$ cat config.mk
export PLATFORM = sky130hd
export DESIGN_NAME = esv_exception_unit
export DESIGN_NICKNAME = d
export VERILOG_FILES = /design/src/esv_pkg.sv /design/src/esv_exception_unit.sv
export SDC_FILE = /design/constraint.sdc
export NUM_CORES = 2
export LEC_CHECK = 0
export BUFFER_PORTS_ARGS = -buffer_cell sky130_fd_sc_hd__buf_4
export CORE_AREA = 2 2 308 310
export DETAILED_ROUTE_END_ITERATION = 7
export DIE_AREA = 0 0 310 312
export MAX_ROUTING_LAYER = met4
export PLACE_DENSITY = 0.68
export RECOVER_POWER = 50
export SYNTH_ARGS = -nofsm -noshare
export SYNTH_HDL_FRONTEND = slang
export SYNTH_SLANG_ARGS = --single-unit
$ cat constraint.sdc
create_clock -name i_core_clk -period 153.4 [get_ports i_core_clk]
set_input_delay 23.01 -clock i_core_clk [delete_from_list [all_inputs] [get_ports i_core_clk]]
set_output_delay 23.01 -clock i_core_clk [all_outputs]
set_load 0.03 [all_outputs]
$ cat src/esv_pkg.sv
/*
  esv_pkg: constants and types shared by the exception state and vector unit.
  Assumes a 10 MHz core clock and a synchronous active-high reset.
*/
package esv_pkg;
  // table sizes
  localparam int NUM_EXC = 84;
  localparam int NUM_IRQ = 68;
  localparam int EXC_W = 7;
  localparam int PRIO_W = 4;
  localparam int SPRIO_W = 6;
  localparam int ACT_W = 9;
  localparam int STACK_DEPTH = 20;
  localparam int PTR_W = 5;

  // exception numbers
  localparam logic [EXC_W-1:0] EXC_NONE = 7'h00;
  localparam logic [EXC_W-1:0] EXC_RESET = 7'h01;
  localparam logic [EXC_W-1:0] EXC_NMI = 7'h02;
  localparam logic [EXC_W-1:0] EXC_HARD = 7'h03;
  localparam logic [EXC_W-1:0] EXC_MEM = 7'h04;
  localparam logic [EXC_W-1:0] EXC_BUS = 7'h05;
  localparam logic [EXC_W-1:0] EXC_USAGE = 7'h06;
  localparam logic [EXC_W-1:0] EXC_RSV_A_LO = 7'h07;
  localparam logic [EXC_W-1:0] EXC_RSV_A_HI = 7'h0a;
  localparam logic [EXC_W-1:0] EXC_SVC = 7'h0b;
  localparam logic [EXC_W-1:0] EXC_RSV_B_LO = 7'h0c;
  localparam logic [EXC_W-1:0] EXC_RSV_B_HI = 7'h0d;
  localparam logic [EXC_W-1:0] EXC_DSR = 7'h0e;
  localparam logic [EXC_W-1:0] EXC_TICK = 7'h0f;
  localparam logic [EXC_W-1:0] EXC_IRQ0 = 7'h10;
  localparam logic [EXC_W-1:0] EXC_LAST = 7'h53;

  // fixed priorities, signed; thread level sits below every configurable value
  localparam logic signed [SPRIO_W-1:0] PRIO_RESET = 6'sh3d;
  localparam logic signed [SPRIO_W-1:0] PRIO_NMI = 6'sh3e;
  localparam logic signed [SPRIO_W-1:0] PRIO_HARD = 6'sh3f;
  localparam logic signed [SPRIO_W-1:0] PRIO_THREAD = 6'sh10;

  // vector table
  localparam logic [31:0] VEC_BASE = 32'h0000_0000;
  localparam logic [31:0] VEC_RESET = 32'h0000_0004;

  typedef enum logic [0:0] {
    RS_HALT,
    RS_RUN
  } esv_rst_t;
endpackage

$ cat src/esv_exception_unit.sv
/*
  esv_exception_unit: exception state tracking, prioritisation and vector
  address generation for a 32-bit microcontroller core.
  Assumes all inputs are synchronous to i_core_clk; the core pulses
  i_exc_return when the running handler completes and holds
  i_instr_boundary high when it can accept exception entry.
*/
`timescale 1ns/1ns

// Behaviour
// - each exception inactive, pending, active, or both
// - peripheral or software request makes interrupt pending
// - re-raise while active gives active and pending
// - handlers nest, all stay active
// - reset halts at once, number 1, priority -3
// - after reset fetch vector 0x4, privileged thread
// - nmi number 2, always enabled, priority -2
// - nothing masks nmi; only reset preempts it
// - hard fault on processing error or escalation
// - protection violation raises memory management fault
// - memory system error raises bus fault
// - usage fault on bad instruction or state
// - unaligned and divide traps only when configured
// - supervisor call instruction raises exception 11
// - deferred service request is software pended, 14
// - system tick on timer zero or software
// - interrupts 0-67 map to exceptions 16-83
// - asynchronous entry may wait one instruction
// - configurable exceptions can be disabled, fixed cannot
// - active field shows exception number
// - lower value wins; fixed negatives beat 0-15
// - equal priority: lowest exception number first
// - equal priority never preempts, only pends
module esv_exception_unit (
  // clock and reset
  input wire logic i_core_clk,
  input wire logic i_reset,
  // interrupt and system event sources
  input wire logic [esv_pkg::NUM_IRQ-1:0] i_irq_req,
  input wire logic [esv_pkg::NUM_IRQ-1:0] i_irq_sw_set,
  input wire logic i_nmi_req,
  input wire logic i_nmi_sw_set,
  input wire logic i_dsr_sw_set,
  input wire logic i_tick_zero,
  input wire logic i_tick_sw_set,
  input wire logic i_svc_exec,
  // fault sources
  input wire logic i_exc_proc_err,
  input wire logic i_mpu_violation,
  input wire logic i_bus_err_precise,
  input wire logic i_bus_err_imprecise,
  input wire logic i_undef_instr,
  input wire logic i_illegal_unaligned,
  input wire logic i_invalid_state,
  input wire logic i_exc_return_err,
  input wire logic i_unaligned_access,
  input wire logic i_div_by_zero,
  // configuration
  input wire logic i_trap_unaligned_cfg,
  input wire logic i_trap_div0_cfg,
  input wire logic [esv_pkg::NUM_EXC-1:0] i_exc_enable,
  input wire logic [esv_pkg::NUM_EXC*esv_pkg::PRIO_W-1:0] i_exc_prio,
  // core handshake
  input wire logic i_instr_boundary,
  input wire logic i_exc_return,
  // entry and status
  output logic o_halt,
  output logic o_thread_priv,
  output logic o_take,
  output logic [esv_pkg::EXC_W-1:0] o_take_num,
  output logic [31:0] o_vector_addr,
  output logic [esv_pkg::ACT_W-1:0] o_active_num,
  output logic [esv_pkg::NUM_EXC-1:0] o_pending,
  output logic [esv_pkg::NUM_EXC-1:0] o_active
);

  function automatic logic is_reserved(input logic [esv_pkg::EXC_W-1:0] n);
    return (n == esv_pkg::EXC_NONE) || (n > esv_pkg::EXC_LAST) ||
           (n >= esv_pkg::EXC_RSV_A_LO && n <= esv_pkg::EXC_RSV_A_HI) ||
           (n >= esv_pkg::EXC_RSV_B_LO && n <= esv_pkg::EXC_RSV_B_HI);
  endfunction

  function automatic logic signed [esv_pkg::SPRIO_W-1:0] eff_prio(
    input logic [esv_pkg::EXC_W-1:0] n,
    input logic [esv_pkg::NUM_EXC*esv_pkg::PRIO_W-1:0] pr);
    case (n)
      esv_pkg::EXC_RESET: return esv_pkg::PRIO_RESET;
      esv_pkg::EXC_NMI: return esv_pkg::PRIO_NMI;
      esv_pkg::EXC_HARD: return esv_pkg::PRIO_HARD;
      default: return {2'b00, pr[{n, 2'b00} +: esv_pkg::PRIO_W]};
    endcase
  endfunction

  function automatic logic [31:0] vec_addr(input logic [esv_pkg::EXC_W-1:0] n);
    return esv_pkg::VEC_BASE + {23'h000000, n, 2'b00};
  endfunction

  esv_pkg::esv_rst_t rst_state;
  logic [esv_pkg::EXC_W-1:0] stack [0:esv_pkg::STACK_DEPTH-1];
  logic [esv_pkg::PTR_W-1:0] depth;
  logic [esv_pkg::NUM_EXC-1:0] set_vec;
  logic [esv_pkg::NUM_EXC-1:0] en_eff;
  logic [esv_pkg::NUM_EXC-1:0] take_hot;
  logic [esv_pkg::NUM_EXC-1:0] ret_hot;
  logic [esv_pkg::EXC_W-1:0] top_num;
  logic [esv_pkg::EXC_W-1:0] below_num;
  logic signed [esv_pkg::SPRIO_W-1:0] run_prio;
  logic [esv_pkg::EXC_W-1:0] best_num;
  logic signed [esv_pkg::SPRIO_W-1:0] best_prio;
  logic best_valid;
  logic take_ok;
  logic do_ret;
  logic usage_evt;
  logic hard_evt;

  // event sources to exception numbers
  always_comb begin
    set_vec = '0;
    usage_evt = i_undef_instr | i_illegal_unaligned | i_invalid_state |
                i_exc_return_err;
    usage_evt = usage_evt | (i_trap_unaligned_cfg & i_unaligned_access) |
                (i_trap_div0_cfg & i_div_by_zero);
    // a disabled fault handler escalates to hard fault
    hard_evt = i_exc_proc_err;
    if (i_exc_enable[esv_pkg::EXC_MEM]) begin
      set_vec[esv_pkg::EXC_MEM] = i_mpu_violation;
    end else begin
      hard_evt = hard_evt | i_mpu_violation;
    end
    if (i_exc_enable[esv_pkg::EXC_BUS]) begin
      set_vec[esv_pkg::EXC_BUS] = i_bus_err_precise | i_bus_err_imprecise;
    end else begin
      hard_evt = hard_evt | i_bus_err_precise | i_bus_err_imprecise;
    end
    if (i_exc_enable[esv_pkg::EXC_USAGE]) begin
      set_vec[esv_pkg::EXC_USAGE] = usage_evt;
    end else begin
      hard_evt = hard_evt | usage_evt;
    end
    set_vec[esv_pkg::EXC_HARD] = hard_evt;
    set_vec[esv_pkg::EXC_NMI] = i_nmi_req | i_nmi_sw_set;
    set_vec[esv_pkg::EXC_SVC] = i_svc_exec;
    set_vec[esv_pkg::EXC_DSR] = i_dsr_sw_set;
    set_vec[esv_pkg::EXC_TICK] = i_tick_zero | i_tick_sw_set;
    set_vec[esv_pkg::EXC_IRQ0 +: esv_pkg::NUM_IRQ] = i_irq_req | i_irq_sw_set;
  end

  // reset, nmi and hard fault ignore the enable
  always_comb begin
    en_eff = i_exc_enable;
    en_eff[esv_pkg::EXC_RESET] = 1'b1;
    en_eff[esv_pkg::EXC_NMI] = 1'b1;
    en_eff[esv_pkg::EXC_HARD] = 1'b1;
  end

  // pick the most urgent eligible pending exception
  always_comb begin
    best_num = esv_pkg::EXC_NONE;
    best_prio = esv_pkg::PRIO_THREAD;
    best_valid = 1'b0;
    for (int n = 1; n < esv_pkg::NUM_EXC; n++) begin
      if (o_pending[n] && en_eff[n] && !o_active[n] &&
          !is_reserved(n[esv_pkg::EXC_W-1:0]) &&
          (!best_valid ||
           eff_prio(n[esv_pkg::EXC_W-1:0], i_exc_prio) < best_prio)) begin
        best_num = n[esv_pkg::EXC_W-1:0];
        best_prio = eff_prio(n[esv_pkg::EXC_W-1:0], i_exc_prio);
        best_valid = 1'b1;
      end
    end
  end

  assign top_num = (depth != '0) ? stack[depth - 5'h01] : esv_pkg::EXC_NONE;
  assign below_num = (depth > 5'h01) ? stack[depth - 5'h02] : esv_pkg::EXC_NONE;
  assign run_prio = (depth != '0) ? eff_prio(top_num, i_exc_prio) : esv_pkg::PRIO_THREAD;
  assign do_ret = i_exc_return && (depth != '0) && (rst_state == esv_pkg::RS_RUN);
  // entry only at an instruction boundary, so one more instruction may retire
  assign take_ok = best_valid && (best_prio < run_prio) && i_instr_boundary &&
                   !i_exc_return && (rst_state == esv_pkg::RS_RUN) &&
                   (depth != esv_pkg::STACK_DEPTH[esv_pkg::PTR_W-1:0]);

  always_comb begin
    take_hot = '0;
    ret_hot = '0;
    if (take_ok) begin
      take_hot[best_num] = 1'b1;
    end
    if (do_ret) begin
      ret_hot[top_num] = 1'b1;
    end
  end

  // reset sequencing
  always_ff @(posedge i_core_clk) begin
    if (i_reset) begin
      rst_state <= esv_pkg::RS_HALT;
      o_halt <= 1'b1;
      o_thread_priv <= 1'b0;
    end else begin
      rst_state <= esv_pkg::RS_RUN;
      o_halt <= 1'b0;
      o_thread_priv <= (rst_state == esv_pkg::RS_HALT) ? 1'b1 : o_thread_priv;
    end
  end

  // pending state: a new request wins over the clear on entry
  always_ff @(posedge i_core_clk) begin
    if (i_reset) begin
      o_pending <= '0;
    end else begin
      o_pending <= (o_pending & ~take_hot) | set_vec;
    end
  end

  // active state; earlier handlers stay active while nested
  always_ff @(posedge i_core_clk) begin
    if (i_reset) begin
      o_active <= '0;
    end else begin
      o_active <= (o_active | take_hot) & ~ret_hot;
    end
  end

  // nesting stack of active exception numbers
  always_ff @(posedge i_core_clk) begin
    if (i_reset) begin
      depth <= '0;
      for (int i = 0; i < esv_pkg::STACK_DEPTH; i++) begin
        stack[i] <= esv_pkg::EXC_NONE;
      end
    end else if (take_ok) begin
      stack[depth] <= best_num;
      depth <= depth + 5'h01;
    end else if (do_ret) begin
      depth <= depth - 5'h01;
    end
  end

  // entry request, vector address and active number
  always_ff @(posedge i_core_clk) begin
    if (i_reset) begin
      o_take <= 1'b0;
      o_take_num <= esv_pkg::EXC_NONE;
      o_vector_addr <= '0;
      o_active_num <= '0;
    end else if (rst_state == esv_pkg::RS_HALT) begin
      o_take <= 1'b1;
      o_take_num <= esv_pkg::EXC_RESET;
      o_vector_addr <= esv_pkg::VEC_RESET;
      o_active_num <= '0;
    end else if (take_ok) begin
      o_take <= 1'b1;
      o_take_num <= best_num;
      o_vector_addr <= vec_addr(best_num);
      o_active_num <= {2'b00, best_num};
    end else begin
      o_take <= 1'b0;
      if (do_ret) begin
        o_active_num <= {2'b00, below_num};
      end
    end
  end

  property p_halt;
    @(posedge i_core_clk) i_reset |=> o_halt && !o_take;
  endproperty
  a_halt: assert property (p_halt) else $error("halt not raised under reset");

  property p_reset_fetch;
    @(posedge i_core_clk) disable iff (i_reset)
      $past(i_reset) |=> o_take && o_take_num == esv_pkg::EXC_RESET &&
                         o_vector_addr == esv_pkg::VEC_RESET && o_thread_priv;
  endproperty
  a_reset_fetch: assert property (p_reset_fetch) else $error("no reset vector fetch");

  property p_vec;
    @(posedge i_core_clk) disable iff (i_reset)
      o_take |-> o_vector_addr == esv_pkg::VEC_BASE + {23'h000000, o_take_num, 2'b00};
  endproperty
  a_vec: assert property (p_vec) else $error("vector address mismatch");

  property p_no_rsv;
    @(posedge i_core_clk) disable iff (i_reset) o_take |-> !is_reserved(o_take_num);
  endproperty
  a_no_rsv: assert property (p_no_rsv) else $error("reserved exception taken");

  property p_irq_pend;
    @(posedge i_core_clk) disable iff (i_reset)
      i_irq_req[0] |=> o_pending[esv_pkg::EXC_IRQ0];
  endproperty
  a_irq_pend: assert property (p_irq_pend) else $error("interrupt request lost");

  property p_act_pend;
    @(posedge i_core_clk) disable iff (i_reset)
      o_active[esv_pkg::EXC_IRQ0] && i_irq_sw_set[0] && !i_exc_return |=>
        o_active[esv_pkg::EXC_IRQ0] && o_pending[esv_pkg::EXC_IRQ0];
  endproperty
  a_act_pend: assert property (p_act_pend) else $error("not active and pending");

  property p_nest;
    @(posedge i_core_clk) disable iff (i_reset)
      take_ok && depth != '0 |=> (($past(o_active) & ~o_active) == '0) &&
                                 depth == $past(depth) + 5'h01;
  endproperty
  a_nest: assert property (p_nest) else $error("nested handler lost active");

  property p_preempt;
    @(posedge i_core_clk) disable iff (i_reset)
      o_take && o_take_num != esv_pkg::EXC_RESET |->
        eff_prio(o_take_num, $past(i_exc_prio)) < $past(run_prio);
  endproperty
  a_preempt: assert property (p_preempt) else $error("entry without higher priority");

  property p_nmi_safe;
    @(posedge i_core_clk) disable iff (i_reset)
      top_num == esv_pkg::EXC_NMI |=> !o_take || o_take_num == esv_pkg::EXC_RESET;
  endproperty
  a_nmi_safe: assert property (p_nmi_safe) else $error("nmi handler preempted");

  property p_active_num;
    @(posedge i_core_clk) disable iff (i_reset)
      o_take && o_take_num != esv_pkg::EXC_RESET |-> o_active_num == {2'b00, o_take_num};
  endproperty
  a_active_num: assert property (p_active_num) else $error("active number wrong");

  // entry only where the core said it can take one
  property p_boundary;
    @(posedge i_core_clk) disable iff (i_reset)
      o_take && o_take_num != esv_pkg::EXC_RESET |-> $past(i_instr_boundary);
  endproperty
  a_boundary: assert property (p_boundary) else $error("entry off instruction boundary");

  // configurable exceptions are entered only while enabled
  property p_enabled;
    @(posedge i_core_clk) disable iff (i_reset)
      take_ok && best_num > esv_pkg::EXC_HARD |-> i_exc_enable[best_num];
  endproperty
  a_enabled: assert property (p_enabled) else $error("disabled exception entered");

  c_nested: cover property (@(posedge i_core_clk) disable iff (i_reset)
    take_ok && depth != '0);
  c_nmi: cover property (@(posedge i_core_clk) disable iff (i_reset)
    o_take && o_take_num == esv_pkg::EXC_NMI);
  c_act_pend: cover property (@(posedge i_core_clk) disable iff (i_reset)
    o_active[esv_pkg::EXC_IRQ0] && o_pending[esv_pkg::EXC_IRQ0]);
  c_return: cover property (@(posedge i_core_clk) disable iff (i_reset) do_ret);

endmodule // esv_exception_unit

==> key figures <==
Outcome
  • Outcome: complete, but fails checks
  • Failing checks: max-capacitance violations, max-slew violations

Logic synthesis
  • Avg Inst Size Synth: 8.33 um2
  • Yosys warns: 0
  • Flops & latches, synth: 415
  • Post-Syn Area: 38800 um2
  • Post-synth cell types: 124
  • Synth area leader: edfxtp_1
  • Top post-synthesis cells by count: nor2_1, nand2_1, a21oi_1, o21ai_0, nor3_1
  • Main synth FF type: edfxtp_1
  • Share of the synthesized area in the top cell type: 17.3%
  • Ranking of synthesized cells by area: edfxtp_1, dfxtp_1, mux4_2, ha_1, a21oi_1
  • Seq/Total Area, Yosys: 27.2%
  • Share of async-settable or async-resettable flops after synthesis: 0%
  • Syn Inst Count: 4656
  • Most frequent cell after synthesis: nor2_1
  • Number of synthesized flops with an enable pin: 224

Critical path
  • Critical path peak fanout: 15
  • Most used cell, CP: ha_1
  • Worst path bufs/invs: 43
  • Reg2Reg Depth: 589
  • CP Data Arrival Time: 146340 ps
  • Startpoint types: input port
  • Critical path capture point type: flip-flop
  • Reg-to-reg slack, setup: 28640 ps
  • Required @ worst endpoint: 153770 ps
  • Worst setup path class: in -> reg
  • Slowest stage delay, CP: 600 ps
  • RR Endpoint: stack[2][0]
  • Worst path slowest cell: a2111oi_0
  • Top delay family on crit path: compound AO/OA/AOI/OAI gates
  • R2r startpoint: o_active[3]

Drt
  • DRC: 0
  • Total Routed Length: 228 mm
  • Starting DRC count in detailed routing: 6706
  • Post-DR vias/cell: 6.76
  • Total number of vias: 46185
  • WL per Instance: 33.3 um
  • First drt pass iteration count: 7
  • Antenna viol nets, final: 0

STA
  • Minimum clock period: 145970 ps
  • Max-slew headroom: -27.6%
  • Min Hold Slack: 441 ps
  • Worst Clk Skew: 55.0 ps
  • Final setup fails: 0
  • Setup ws final: 7430 ps
  • Fmax: 6.85 MHz
  • Max Slew Vio Count: 32
  • Fin crit share: 95.2%
  • Final hold vios: 0
  • Slew of the pin with the lowest slew margin: 1910 ps

GRT
  • Vias in the first global route: 42034
  • Global-route wire length before repair: 311 mm
  • Initial antenna violation count: 48
  • GRT Total Usage: 46.3%
  • Largest net degree at the start of global routing: 92
  • Total congestion overflow: 0

Floorplanning
  • Chip width: 310 um
  • Area of the core: 93000 um2
  • Die Footprint: 96700 um2
  • Die Ht: 312 um
  • Boundary pin count: 797
  • Initial Util: 41.7%
  • Row count: 112

Worst hold path
  • Hold_sp: o_active[12]
  • Hold WC Path Type: reg -> reg
  • Hold Path Stages: 2
  • Worst hold path endpoint: o_active[12]

Placed design
  • DP Cell Count: 6685
  • I/O Buffers: 759
  • Dpl ws: 2510 ps
  • Post-DP HPWL: 182 mm
  • Gpl congestion: 1.12

Clocking
  • Num CTS Buffers: 50
  • CTS H-tree lvls: 2
  • Clock sinks: 415
  • Post-CTS Hold Fix Bufs: 0
  • Clock Pin Slew Worst Setup and Hold Paths: 60 ps
  • Worst skew pair latency: 680 ps
  • CTS Buffer Depth: 3
  • CTS tree: yes
  • Clk root buf: clkbuf_16

Layout
  • P&R area growth vs syn: 25.1%
  • Final cell count without fillers: 6836
  • Fill cells: 9261
  • Layout Nets: 6303
  • Final core occ: 52.1%
  • Layout cells sized above 1: 23.0%

Run
  • Max-cap violations: 3
-- how the worst max path moves through the flow --
| stage | from | to | slack [ps] | depth (start not counted) |
|---|---|---|---|---|
| floorplan | i_exc_enable[4] | stack[10][0] | 22930 | 585 |
| CTS | i_exc_enable[4] | stack[2][0] | 2780 | 585 |
| global route | i_exc_enable[4] | stack[6][2] | -150 | 591 |
| finish | i_exc_enable[4] | stack[2][0] | 7430 | 588 |
| detailed placement | i_exc_enable[4] | stack[2][0] | 2510 | 584 |
| global placement | i_exc_enable[4] | stack[2][0] | 2710 | 584 |
-- metal layers --
metal | wire [um] | vias up | global-route usage (%)
met5 | 0 | - | -
met4 | 18300 | 0 | 30.4
met3 | 31200 | 770 | 14.3
met2 | 92500 | 3550 | 63.8
met1 | 85600 | 22307 | 58.1
li1 | - | 19558 | -
-- metrics by stage --
step / TNS (ps) / instance area (um2)
2_1_floorplan: 0 / 38900
3_3_place_gp: 0 / 47000
3_5_place_dp: 0 / 47000
4_1_cts: 0 / 48800
5_1_grt: -11450 / 48500
6_report: 0 / 48500
-- what timing repair did --
item                       CTS  global route
gates resized for setup      0            73
setup endpoints to repair    0           615
setup buffers                0            10
-- sequential cells by signal, indices dropped and copies added (netlist names) --
name	count
depth	5
o_active	84
o_active_num	7
o_halt	1
o_pending	84
o_take	1
o_take_num	1
o_thread_priv	1
o_vector_addr	6
rst_state	1
stack	224
-- cell usage in the layout, fill, tap and decap left out, types with 52 or more instances in the layout --
master	synthesis	routed
mux2_2	52	52
a31oi_1	72	69
nor2_1	486	471
a21oi_1	384	372
nor3_1	242	238
nand3_1	100	99
ha_1	232	231
a21o_1	106	106
and2_1	52	52
dfxtp_1	191	189
o21ai_0	279	275
buf_4	47	807
inv_1	218	219
edfxtp_1	224	224
o22ai_1	77	77
o21a_1	120	120
mux2i_1	66	62
mux4_2	140	140
clkbuf_1	164	198
nand2_1	393	386
-- tightest hold or removal path, cell delays in order, from the launching register on --
cell and delay, ps:
dfxtp_1 310, nand2_1 50, a21oi_1 30
-- layout make-up --
cell class	count	area [um2]	share of cell area, %
Clock inverter	38	464	0.957
Multi-Input combinational cell	3798	26800	55.2
Tap cell	1254	1570	3.23
Timing Repair Buffer	1007	6930	14.3
Clock buffer	56	1270	2.63
Inverter	221	831	1.71
Antenna cell	47	118	0.242
Sequential cell	415	10600	21.8
-- cells by family after synthesis --
logic type                 share of synthesized area [%]
other                                            0.00967
muxes                                               11.3
buffers and inverters                               5.26
AOI/OAI and AO/OA                                   27.4
adders and majority gates                           7.48
DFF                                                 27.2
and+or+nand+nor                                     21.1
xor gates and xnor gates                           0.203
Power is left out: the tool's default activity adds up to more than one toggle a clock period on the data nets, which glitch-free logic cannot reach.
